`src/rtl/ejl_regs.svh`:
```
/*
  Offsets, field positions, reset values and timing counts of the ejector link.
  Assumes a 50 MHz pclk; included by bare name from the rtl files.
*/
`ifndef EJL_REGS_SVH
`define EJL_REGS_SVH
`define EJL_CLK_HZ 50000000
`define EJL_COM2_BAUD 38400
`define EJL_BIT_CYC ((`EJL_CLK_HZ + `EJL_COM2_BAUD - 1) / `EJL_COM2_BAUD)
`define EJL_FRAME_BITS 11
`define EJL_LOSS_S 3
`define EJL_LOSS_CYC (`EJL_LOSS_S * `EJL_CLK_HZ)
`define EJL_FLASH_HZ 2
`define EJL_FLASH_HALF_CYC (`EJL_CLK_HZ / (2 * `EJL_FLASH_HZ))
`define EJL_IN_BYTES_R11 15
`define EJL_OUT_BYTES_R11 4
`define EJL_RST_SP1 16'h02ee
`define EJL_RST_RP1 16'h0258
`define EJL_RST_PART_PRESENT 16'h0226
`define EJL_RST_RP2 16'h021c
`define EJL_IDX_PART_PRESENT 2
`define EJL_OB_SUCK 0
`define EJL_OB_BLOW 1
`define EJL_OB_SETTING 2
`define EJL_OB_PROF_LO 4
`define EJL_A_CTRL 12'h000
`define EJL_A_PDOUT 12'h004
`define EJL_A_CMD 12'h008
`define EJL_A_STATUS 12'h00c
`define EJL_A_MASK 12'h010
`define EJL_A_ISDU_RD 12'h014
`define EJL_A_PDIN0 12'h020
`define EJL_A_PDIN3 12'h02c
`define EJL_ST_PD 0
`define EJL_ST_ISDU 1
`define EJL_ST_MODE 2
`endif

```
`src/rtl/ejl_pkg.sv`:
```
/*
  Types of the device end of the ejector link, also used by the bench.
  Assumes nothing beyond a SystemVerilog compiler.
*/
package ejl_pkg;
  typedef enum logic [1:0] {
    EJL_SIO = 2'b01,
    EJL_IOL = 2'b10
  } ejl_mode_e;
  typedef enum logic [3:0] {
    EJL_BLUE = 4'b0001,
    EJL_GREEN = 4'b0010,
    EJL_ORANGE = 4'b0100,
    EJL_RED = 4'b1000
  } ejl_color_e;
  typedef enum logic [1:0] {
    EJL_NFC_READ = 2'h0,
    EJL_NFC_WRITE = 2'h1,
    EJL_NFC_PROCESS = 2'h2
  } ejl_nfc_e;
  typedef logic [15:0][15:0] ejl_prm_t;
endpackage

```
`src/rtl/ejl_link_if.sv`:
```
/*
  Point-to-point link between one master port and one ejector device.
  Assumes both ends run on the same pclk.
*/
interface ejl_link_if;
  logic wake;
  logic rev11;
  logic pd_req;
  logic [31:0] pd_out;
  logic pd_ack;
  logic [119:0] pd_in;
  logic isdu_req;
  logic isdu_wr;
  logic [3:0] isdu_idx;
  logic [15:0] isdu_wdata;
  logic isdu_ack;
  logic [15:0] isdu_rdata;
  logic iol_mode;
  modport master (output wake, rev11, pd_req, pd_out, isdu_req, isdu_wr, isdu_idx, isdu_wdata,
    input pd_ack, pd_in, isdu_ack, isdu_rdata, iol_mode);
  modport device (input wake, rev11, pd_req, pd_out, isdu_req, isdu_wr, isdu_idx, isdu_wdata,
    output pd_ack, pd_in, isdu_ack, isdu_rdata, iol_mode);
endinterface

```
`src/rtl/ejl_device.sv`:
```
/*
  Ejector device end: valve mapping, three status lamps, SIO/link mode,
  process data sizing, parameter access from link and near-field side.
  Assumes synchronous inputs on pclk and a link partner per ejl_link_if.
*/
`include "ejl_regs.svh"
// Operation
// - Open variant: command stops vacuum.
// - Closed variant: command starts vacuum.
// - Blow-off lamp orange while blowing.
// - State lamp colours; flash in setting mode.
// - Pick-up lamp orange while sucking.
// - Start in SIO mode after power-up.
// - Master may switch to link mode anytime.
// - Revision 1.1: fifteen in, four out.
// - Revision 1.0: one byte each way.
// - Process data paced at COM2 rate.
// - Parameter data only answers master requests.
// - One device per master port.
// - Near-field rejects process control commands.
// - Browser near-field access is read only.
// - SIO mode uses base profile.
// - Power loss soon after write: data-loss error; here only near-field writes arm it, not link writes.
// - Green only without error or warning.
module ejl_device #(
  parameter int LOSS_CYC = `EJL_LOSS_CYC,
  parameter int FLASH_HALF_CYC = `EJL_FLASH_HALF_CYC
) (
  input wire logic pclk,
  input wire logic presetn,
  ejl_link_if.device link,
  input wire logic variant_nc,
  input wire logic sio_suck,
  input wire logic sio_blow,
  input wire logic [15:0] vacuum,
  input wire logic warning,
  input wire logic error,
  input wire logic pwr_fail,
  input wire logic loss_clr,
  input wire logic nfc_req,
  input wire ejl_pkg::ejl_nfc_e nfc_kind,
  input wire logic nfc_app,
  input wire logic [3:0] nfc_idx,
  input wire logic [15:0] nfc_wdata,
  output logic nfc_ack,
  output logic nfc_rej,
  output logic [15:0] nfc_rdata,
  output logic valve_on,
  output logic lamp_blow,
  output logic lamp_pick,
  output ejl_pkg::ejl_color_e lamp_state,
  output logic lamp_state_on,
  output logic data_loss_error
);
  typedef struct packed {
    ejl_pkg::ejl_mode_e mode;
    logic rev11;
    logic [31:0] pd_out;
    logic pd_ack;
    logic [119:0] pd_in;
    logic isdu_ack;
    logic [15:0] isdu_rdata;
    ejl_pkg::ejl_prm_t prm;
    logic nfc_ack;
    logic nfc_rej;
    logic [15:0] nfc_rdata;
    logic [31:0] loss_cnt;
    logic loss_err;
    logic [31:0] flash_cnt;
    logic flash;
    logic valve;
    logic blow;
    logic pick;
    ejl_pkg::ejl_color_e color;
    logic color_on;
  } ejl_dev_s;

  ejl_dev_s state_reg;
  ejl_dev_s state_next;
  logic suck;
  logic blow;
  logic setting;
  logic [1:0] prof;
  logic [15:0] thr;
  logic part_present;

  always_comb begin
    if (state_reg.mode == ejl_pkg::EJL_IOL) begin
      suck = state_reg.pd_out[`EJL_OB_SUCK];
      blow = state_reg.pd_out[`EJL_OB_BLOW];
      setting = state_reg.pd_out[`EJL_OB_SETTING];
      prof = state_reg.rev11 ? state_reg.pd_out[`EJL_OB_PROF_LO+:2] : 2'h0;
    end else begin
      suck = sio_suck;
      blow = sio_blow;
      setting = 1'b0;
      prof = 2'h0;
    end
    thr = state_reg.prm[{prof, 2'(`EJL_IDX_PART_PRESENT)}];
    part_present = vacuum >= thr;
  end

  always_comb begin
    state_next = state_reg;
    state_next.pd_ack = 1'b0;
    state_next.isdu_ack = 1'b0;
    state_next.nfc_ack = 1'b0;
    state_next.nfc_rej = 1'b0;
    case (state_reg.mode)
      ejl_pkg::EJL_SIO: begin
        if (link.wake) begin
          state_next.mode = ejl_pkg::EJL_IOL;
          state_next.rev11 = link.rev11;
        end
      end
      ejl_pkg::EJL_IOL: begin
        if (link.pd_req && !state_reg.pd_ack) begin
          state_next.pd_ack = 1'b1;
          state_next.pd_in = '0;
          state_next.rev11 = link.rev11;
          if (link.rev11) begin
            state_next.pd_out = link.pd_out;
            state_next.pd_in[0] = state_reg.valve;
            state_next.pd_in[1] = part_present;
            state_next.pd_in[2] = warning;
            state_next.pd_in[3] = error | state_reg.loss_err;
            state_next.pd_in[4] = state_reg.loss_err;
            state_next.pd_in[23:8] = vacuum;
          end else begin
            state_next.pd_out = {24'h0, link.pd_out[7:0]};
            state_next.pd_in[0] = state_reg.valve;
            state_next.pd_in[1] = part_present;
            state_next.pd_in[2] = warning;
            state_next.pd_in[3] = error | state_reg.loss_err;
          end
        end
        if (link.isdu_req && !state_reg.isdu_ack) begin
          state_next.isdu_ack = 1'b1;
          state_next.isdu_rdata = state_reg.prm[link.isdu_idx];
          if (link.isdu_wr) begin
            state_next.prm[link.isdu_idx] = link.isdu_wdata;
          end
        end
      end
      default: begin
        state_next.mode = ejl_pkg::EJL_SIO;
      end
    endcase
    if (state_reg.loss_cnt != 32'h0) begin
      state_next.loss_cnt = state_reg.loss_cnt - 32'h1;
    end
    if (nfc_req) begin
      if (nfc_kind == ejl_pkg::EJL_NFC_READ) begin
        state_next.nfc_ack = 1'b1;
        state_next.nfc_rdata = state_reg.prm[nfc_idx];
      end else if (nfc_kind == ejl_pkg::EJL_NFC_WRITE && nfc_app) begin
        state_next.nfc_ack = 1'b1;
        state_next.prm[nfc_idx] = nfc_wdata;
        state_next.loss_cnt = 32'(LOSS_CYC);
      end else begin
        state_next.nfc_rej = 1'b1;
      end
    end
    if (loss_clr) begin
      state_next.loss_err = 1'b0;
    end
    if (pwr_fail && state_reg.loss_cnt != 32'h0) begin
      state_next.loss_err = 1'b1;
    end
    if (state_reg.flash_cnt == 32'(FLASH_HALF_CYC - 1)) begin
      state_next.flash_cnt = 32'h0;
      state_next.flash = ~state_reg.flash;
    end else begin
      state_next.flash_cnt = state_reg.flash_cnt + 32'h1;
    end
    state_next.valve = variant_nc ? suck : ~suck;
    state_next.blow = blow;
    state_next.pick = variant_nc ? suck : ~suck;
    if (error || state_reg.loss_err) begin
      state_next.color = ejl_pkg::EJL_RED;
    end else if (warning) begin
      state_next.color = ejl_pkg::EJL_ORANGE;
    end else if (part_present) begin
      state_next.color = ejl_pkg::EJL_GREEN;
    end else begin
      state_next.color = ejl_pkg::EJL_BLUE;
    end
    state_next.color_on = setting ? state_reg.flash : 1'b1;
  end

  always_ff @(posedge pclk or negedge presetn) begin
    if (!presetn) begin
      state_reg <= '0;
      state_reg.mode <= ejl_pkg::EJL_SIO;
      state_reg.color <= ejl_pkg::EJL_BLUE;
      for (int p = 0; p < 4; p++) begin
        state_reg.prm[4*p] <= `EJL_RST_SP1;
        state_reg.prm[4*p+1] <= `EJL_RST_RP1;
        state_reg.prm[4*p+2] <= `EJL_RST_PART_PRESENT;
        state_reg.prm[4*p+3] <= `EJL_RST_RP2;
      end
    end else begin
      state_reg <= state_next;
    end
  end

  assign link.pd_ack = state_reg.pd_ack;
  assign link.pd_in = state_reg.pd_in;
  assign link.isdu_ack = state_reg.isdu_ack;
  assign link.isdu_rdata = state_reg.isdu_rdata;
  assign link.iol_mode = state_reg.mode[1];
  assign nfc_ack = state_reg.nfc_ack;
  assign nfc_rej = state_reg.nfc_rej;
  assign nfc_rdata = state_reg.nfc_rdata;
  assign valve_on = state_reg.valve;
  assign lamp_blow = state_reg.blow;
  assign lamp_pick = state_reg.pick;
  assign lamp_state = state_reg.color;
  assign lamp_state_on = state_reg.color_on;
  assign data_loss_error = state_reg.loss_err;
endmodule

```
`src/flat_wrapper.sv`:
```
// flat-port wrapper written by rule: the top's interface ports become plain ports
module ejl_device_flat 
#(
  parameter int LOSS_CYC = `EJL_LOSS_CYC,
  parameter int FLASH_HALF_CYC = `EJL_FLASH_HALF_CYC
)
  (pclk, presetn, variant_nc, sio_suck, sio_blow, vacuum, warning, error, pwr_fail, loss_clr, nfc_req, nfc_kind, nfc_app, nfc_idx, nfc_wdata, nfc_ack, nfc_rej, nfc_rdata, valve_on, lamp_blow, lamp_pick, lamp_state, lamp_state_on, data_loss_error, link_wake, link_rev11, link_pd_req, link_pd_out, link_isdu_req, link_isdu_wr, link_isdu_idx, link_isdu_wdata, link_pd_ack, link_pd_in, link_isdu_ack, link_isdu_rdata, link_iol_mode);
  ejl_link_if link_i ();
  input wire logic pclk;
  input wire logic presetn;
  input wire logic variant_nc;
  input wire logic sio_suck;
  input wire logic sio_blow;
  input wire logic [15:0] vacuum;
  input wire logic warning;
  input wire logic error;
  input wire logic pwr_fail;
  input wire logic loss_clr;
  input wire logic nfc_req;
  input wire ejl_pkg::ejl_nfc_e nfc_kind;
  input wire logic nfc_app;
  input wire logic [3:0] nfc_idx;
  input wire logic [15:0] nfc_wdata;
  output logic nfc_ack;
  output logic nfc_rej;
  output logic [15:0] nfc_rdata;
  output logic valve_on;
  output logic lamp_blow;
  output logic lamp_pick;
  output ejl_pkg::ejl_color_e lamp_state;
  output logic lamp_state_on;
  output logic data_loss_error;
  input wire logic [$bits(link_i.wake)-1:0] link_wake;
  input wire logic [$bits(link_i.rev11)-1:0] link_rev11;
  input wire logic [$bits(link_i.pd_req)-1:0] link_pd_req;
  input wire logic [$bits(link_i.pd_out)-1:0] link_pd_out;
  input wire logic [$bits(link_i.isdu_req)-1:0] link_isdu_req;
  input wire logic [$bits(link_i.isdu_wr)-1:0] link_isdu_wr;
  input wire logic [$bits(link_i.isdu_idx)-1:0] link_isdu_idx;
  input wire logic [$bits(link_i.isdu_wdata)-1:0] link_isdu_wdata;
  output wire logic [$bits(link_i.pd_ack)-1:0] link_pd_ack;
  output wire logic [$bits(link_i.pd_in)-1:0] link_pd_in;
  output wire logic [$bits(link_i.isdu_ack)-1:0] link_isdu_ack;
  output wire logic [$bits(link_i.isdu_rdata)-1:0] link_isdu_rdata;
  output wire logic [$bits(link_i.iol_mode)-1:0] link_iol_mode;
  assign link_i.wake = link_wake;
  assign link_i.rev11 = link_rev11;
  assign link_i.pd_req = link_pd_req;
  assign link_i.pd_out = link_pd_out;
  assign link_i.isdu_req = link_isdu_req;
  assign link_i.isdu_wr = link_isdu_wr;
  assign link_i.isdu_idx = link_isdu_idx;
  assign link_i.isdu_wdata = link_isdu_wdata;
  assign link_pd_ack = link_i.pd_ack;
  assign link_pd_in = link_i.pd_in;
  assign link_isdu_ack = link_i.isdu_ack;
  assign link_isdu_rdata = link_i.isdu_rdata;
  assign link_iol_mode = link_i.iol_mode;
  ejl_device #(.LOSS_CYC(LOSS_CYC), .FLASH_HALF_CYC(FLASH_HALF_CYC)) u_core (.pclk(pclk), .presetn(presetn), .link(link_i), .variant_nc(variant_nc), .sio_suck(sio_suck), .sio_blow(sio_blow), .vacuum(vacuum), .warning(warning), .error(error), .pwr_fail(pwr_fail), .loss_clr(loss_clr), .nfc_req(nfc_req), .nfc_kind(nfc_kind), .nfc_app(nfc_app), .nfc_idx(nfc_idx), .nfc_wdata(nfc_wdata), .nfc_ack(nfc_ack), .nfc_rej(nfc_rej), .nfc_rdata(nfc_rdata), .valve_on(valve_on), .lamp_blow(lamp_blow), .lamp_pick(lamp_pick), .lamp_state(lamp_state), .lamp_state_on(lamp_state_on), .data_loss_error(data_loss_error));
endmodule
```
`config.mk`:
```
export PLATFORM = sky130hd
export DESIGN_NAME = ejl_device_flat
export DESIGN_NICKNAME = d
export VERILOG_FILES = /design/src/rtl/ejl_pkg.sv /design/src/rtl/ejl_link_if.sv /design/src/rtl/ejl_device.sv /design/src/flat_wrapper.sv
export VERILOG_INCLUDE_DIRS = /design/src /design/src/rtl
export SDC_FILE = /design/constraint.sdc
export NUM_CORES = 1
export LEC_CHECK = 0
export BUFFER_PORTS_ARGS = -buffer_cell sky130_fd_sc_hd__buf_4
export CORE_MARGIN = 4
export CORE_UTILIZATION = 60
export CTS_CLUSTER_DIAMETER = 200
export DETAILED_ROUTE_END_ITERATION = 8
export PLACE_DENSITY = 0.79
export SETUP_SLACK_MARGIN = 0.1
export SLEW_MARGIN = 20
export SYNTH_ARGS = -nofsm -noshare
export SYNTH_HDL_FRONTEND = slang
export SYNTH_SLANG_ARGS = --single-unit
```
`constraint.sdc`:
```
create_clock -name pclk -period 3.8 [get_ports pclk]
set_input_delay 0.76 -clock pclk [delete_from_list [all_inputs] [get_ports pclk]]
set_output_delay 0.76 -clock pclk [all_outputs]
set_load 0.02 [all_outputs]
```
# Word-level counts from Yosys, hierarchy flattened
# Cells that the tools add are included.
[word_totals]
regBits = 421
latchBits = 0
ram_bits = 0
mem_bits_ro = 0
input_bits = 106
wordCells = 115
mem_count = 0
[op_classes]
n_addsub = 2
mul = 0
div = 0
magnitude_cmp = 6
eq_ne = 6
shift = 0
muxes = 45
bitwise = 4
n_reduce_logical = 18
[op_table]
columns = ["cell", "n"]
rows = [
  ["256-bit bitwise mux", 2],
  ["256-bit 2-to-1 mux", 2],
  ["394-bit 2-to-1 mux", 1],
  ["306-bit 2-to-1 mux", 1],
  ["273-bit 2-to-1 mux", 1],
  ["257-bit 2-to-1 mux", 1],
  ["32-bit 2-to-1 mux", 5],
  ["154-bit 2-to-1 mux", 1],
  ["16-bit binary-select mux with 4-bit select", 2],
  ["16-bit demux with 4-bit select", 2],
  ["16-bit 2-to-1 mux", 7],
  ["32-bit by 1-bit adder with 32-bit output, second input constant", 1],
  ["16-bit binary-select mux with 2-bit select", 1],
  ["32-bit by 24-bit equality test with 1-bit output, second input constant", 1],
  ["32-bit nonzero test", 1],
  ["32-bit by 1-bit subtractor with 32-bit output, second input constant", 1],
  ["16-bit greater-or-equal comparator", 1],
  ["4-bit by 5-bit < comparator with 1-bit output, second input constant", 3],
  ["1-bit 2-to-1 mux", 11],
  ["4-bit by 1-bit greater-or-equal comparator with 1-bit output, second input constant", 2],
  ["4-bit 2-to-1 mux", 2],
  ["2-bit AND reduction", 4],
  ["1-bit logical AND", 6],
  ["2-bit 2-to-1 mux", 3],
  ["other kinds (13)", 19],
]

# Logic depth before layout (Yosys ltp)
[depth]
word_depth = 12
ltp_mapped = 14
depth_no_buf = 11

# Worst setup path before layout
# No wires, ideal clock.
[synth_path]
kind = "register to register"
from = "reg u_core.state_reg, in the netlist u_core.link.iol_mode"
to = "reg u_core.state_reg, in the netlist u_core.link.pd_in[1]"
setup_ns = 0.125
arrival_ns = 3.369
t_required_ns = 3.675
slack_ns = 0.306
stages_incl_launch_ff = 15
cell_sequence = "dfrtp_1 nor2b_1 clkbuf_1 and3_1 clkbuf_1 or2_2 clkbuf_1 clkbuf_1 o221ai_1 ha_1 a21o_1 nand3_1 a21oi_1 or4_1 mux2_2"
[synth_between]
elab_chain_len = 5
word_cells_on_any_way = 6
cone_classes = "1 x order compare; 1 x eq/ne; 3 x mux; 1 x reduce/logical"
[synth_rtl]
columns = ["item", "line", "text"]
rows = [
  ["start, declared", "ejl_device.sv:78", "ejl_dev_s state_reg;"],
  ["start signal, assigned", "ejl_device.sv:203", "state_reg <= state_next;"],
  ["2-bit equality test *", "ejl_device.sv:88, ejl_device.sv:109", ""],
  ["2-bit 2-to-1 mux", "ejl_device.sv:88", "if (state_reg.mode == ejl_pkg::EJL_IOL) begin"],
  ["16-bit binary-select mux with 2-bit select", "ejl_device.sv:99", "thr = state_reg.prm[{prof, 2'(`EJL_IDX_PART_PRESENT)}];"],
  ["16-bit 2-to-1 mux", "ejl_device.sv:99", ""],
  ["16-bit greater-or-equal comparator", "ejl_device.sv:100", "part_present = vacuum >= thr;"],
]
# Every way passes the cells marked *; elsewhere a longest branch is shown, timed or not. The select of a mux whose other input is x is not followed.
# A chain may end at the register's enable or synchronous reset.

# Worst setup path after layout
# Same ends and word-level chain as after synthesis.

==> results.txt <==
----------------------------------------------------
[Run status]
  Outcome ... completed

[Timing]
  Worst max-slew margin expressed relative to the limit ... 0.225
  Minimum clock period ... 3.41 ns
  Part of the cycle the worst path needs ... 0.898
  Setup TNS after final layout ... 0 ns
  Number of pins exceeding their max-slew limit in the final report ... 0
  Final count of negative-setup-slack endpoints ... 0
  Final clock skew ... ~0.031 ns
  Hold Fails Final Rpt ... 0
  Setup repair after global routing missed its margin ... no
  Measured slew at the worst slew-check pin ... ~1.2 ns
  Highest Clock Rate ... approximately 290 MHz

[Critical path]
  Worst path cell trace ... nor2b_1, and3_1, nand2b_1, o221ai_1, ha_1, a21o_1, nand3_1, a21oi_1, or4_1, mux2_2
  Worst-path cell with the longest stage delay ... sky130_fd_sc_hd__or4_1
  Type of the worst setup path ... flop to flop
  Critical path peak fanout ... 10
  Arrival @ worst endpoint ... between 3 and 4 ns
  Element type at the critical path start ... flop
  Worst stage delay on the critical path ... 0.64 ns
  Data required time at the worst endpoint ... around 4.3 ns
  Setup crit end kind ... flop

[CTS]
  Setup fix buffers added after clock tree synthesis ... 0
  TritonCTS Sinks ... a little under 400
  # resized after CTS ... 0
  Number of buffers between clock root and the deepest sink ... 3
  CTS tree ... yes
  Number of hold buffers added after CTS ... 0
  Number of H-tree levels ... 2
  Worst skew pair latency ... roughly 0.59 ns
  Number of buffers created by CTS ... 44
  Post-CTS clock slew at the launch and capture registers of the worst setup and hold paths ... ~0.06 ns
  Library cell used as clock root buffer ... sky130_fd_sc_hd__clkbuf_16

[Logic synthesis]
  Mux share of post-synthesis cell area ... 0.256
  Flip-flop and latch count after synthesis ... between 300 and 400
  Mean instance size in the synthesized netlist ... between 10 and 15 µm²
  Most used flip-flop cell after synthesis ... sky130_fd_sc_hd__dfrtp_1
  Largest family of logic cells by synthesized area ... multiplexers
  Area share of the largest cell type after synthesis ... 0.331
  Synth Area in Simple Gates ... 0.125
  Count of cell types in the netlist ... 60
  EDFF count, synth ... 0
  Most frequent cells after synthesis ... 322 x sky130_fd_sc_hd__mux2i_1, 316 x sky130_fd_sc_hd__dfrtp_1, 305 x sky130_fd_sc_hd__nand2_1, 221 x sky130_fd_sc_hd__o21ai_0, 189 x sky130_fd_sc_hd__nor2_1
  Dominant cell type by area after synthesis ... sky130_fd_sc_hd__dfrtp_1
  Mapped Cells ... ~2400
  Count of warnings emitted by yosys ... 0
  Portion of the post-synthesis area used by sequential elements ... 0.417
  Post-synthesis adder-cell area fraction ... 0.00944
  Share of the synthesized netlist area taken by xor and xnor gates ... 0.0154
  Area fraction in compound gates after synthesis ... 0.0939
  Post-synth ARST share ... 1.00
  Post-Syn Area ... between 0.02 and 0.025 mm²
  Cell with the most instances after synthesis ... sky130_fd_sc_hd__mux2i_1
  Synth area leaders ... sky130_fd_sc_hd__dfrtp_1 33%, sky130_fd_sc_hd__mux2i_1 14%, sky130_fd_sc_hd__mux4_2 12%, sky130_fd_sc_hd__dfstp_2 8.6%, sky130_fd_sc_hd__buf_4 4.9%

[Flow run]
  Max-cap violations ... 0

[Layout]
  Post-route non-filler standard cell count ... about 2900
  Flip-flop count of the largest register, all copies and words added ... between 300 and 400
  Share of post-route cells with drive strength above 1 ... 0.223
  Layout area overhead ... 10.1%
  Count of nets after finishing ... 2500

[Routing]
  WL/cell ... approximately 25 µm
  Drt drc ... 0
  Post-route ant nets ... 0
  Detailed-route via count ... 19200
  Vias per cell ... 6.54
  Detailed-route wire length ... between 70 and 80 mm
  DRC marker count from the first detailed-route iteration ... between 2000 and 2500
  Detailed-routing iteration count for the pre-antenna-repair pass ... 5

[Place]
  Sum of net half-perimeters after detailed placement ... around 50 mm
  Final weighted congestion in routability-driven placement ... slightly below 1
  Dpl cells ... approximately 2800
  Port-buffer cells ... between 100 and 150

[Power]
  Leakage ... 0.0118 µW
  Pwr per Cell Area ... slightly above 500 mW/mm²
  Peak supply drop ... around 0.32 mV

[Floorplan]
  IO Count ... around 270
  Die Ht ... 207 µm
  Core ar. ... 0.0390 mm²
  Initial core utilization ... 0.612
  Number of rows in the core area ... a little over 70
  Width of the die ... 207 µm
  Die area ... ~0.043 mm²

[GRT]
  Number of global-route vias before repair ... roughly 19000
  Maximum number of pins on one net before global-route repair ... 100
  Initial antenna violation count ... 10
  First-pass GRT wire length ... between 100 and 150 mm
  GRT overflow ... 0
  Total GRT Usage ... 0.338

[Min path]
  Worst min path class ... primary input to async pin

----------------------------------------------------
[final timing paths]
kind | start | to | slack (ns) | cells past startpoint
min | presetn | u_core.state_reg[174] | 0.17 | 1
max in group asynchronous | presetn | u_core.state_reg[195] | 2.51 | 2
min in group pclk | warning | u_core.lamp_state[0] | 0.34 | 2
max reg2reg | u_core.link.iol_mode | u_core.link.pd_in[1] | 0.39 | 10
max | u_core.link.iol_mode | u_core.link.pd_in[1] | 0.39 | 10
min reg2reg | u_core.state_reg[8] | u_core.state_reg[8] | 0.47 | 1
[through the flow]
step	instance area [µm²]	hold WS, ns	total power (µW)	util	setup slack [ns]
2_1_floorplan	24200	0.433	8250	-	0.306
3_3_place_gp	24800	0.444	9040	0.636	0.537
3_5_place_dp	24800	0.459	9230	0.636	0.419
4_1_cts	26200	0.175	13400	0.673	0.410
5_1_grt	26300	0.212	14000	0.673	0.241
6_report	26300	0.171	13500	0.673	0.389
[critical path, delay by kind of cell (launching register included)]
| kind | cells | cell delay [ns] |
|---|---|---|
| flops | 1 | 0.38 |
| simple gates | 5 | 1.65 |
| fa+ha+maj | 1 | 0.32 |
| mux | 1 | 0.31 |
| compound gates | 3 | 0.64 |
[cell type report]
cell class	instances	area, µm²
fillers	2865	12700
multi-input cells	1697	12400
flip-flops and latches	394	9960
repair buffers	225	1820
clock buffers	69	1360
well taps	518	648
clock inverters	12	67.6
inverters	14	52.6
diodes	5	12.5
[metal layers]
| metal | global-route usage | part of all wire |
|---|---|---|
| met1 | 0.435 | 0.36 |
| met2 | 0.508 | 0.44 |
| met3 | 0.117 | 0.13 |
| met4 | 0.181 | 0.065 |
| met5 | 0 | 0.0013 |
[report_power, final]
group          leakage (µW)  switching, µW  internal, µW
clock              0.000715           1760          2450
sequential          0.00499            789          5160
combinational       0.00613           1770          1530
[cell usage in the layout (no fill, tap or decap), types with 26 or more instances in the layout]
master	instances
sky130_fd_sc_hd__dfrtp_1	316
sky130_fd_sc_hd__nor2_1	176
sky130_fd_sc_hd__xnor2_1	26
sky130_fd_sc_hd__buf_4	214
sky130_fd_sc_hd__conb_1	99
sky130_fd_sc_hd__dfstp_2	78
sky130_fd_sc_hd__mux4_2	126
sky130_fd_sc_hd__nand2_1	305
sky130_fd_sc_hd__clkbuf_16	45
sky130_fd_sc_hd__a21oi_1	145
sky130_fd_sc_hd__mux2i_1	322
sky130_fd_sc_hd__nand3_1	41
sky130_fd_sc_hd__o21ai_0	221
[cells by family after synthesis]
kind of cell,Yosys count
AND/OR/NAND/NOR,672
multiplexers,452
AO/OA/AOI/OAI,414
flip-flops,394
buffers and inverters,357
XOR/XNOR,42
adder cells (fa/ha/maj),18
other,1
No activity file was read; power rests on OpenSTA's default activity.
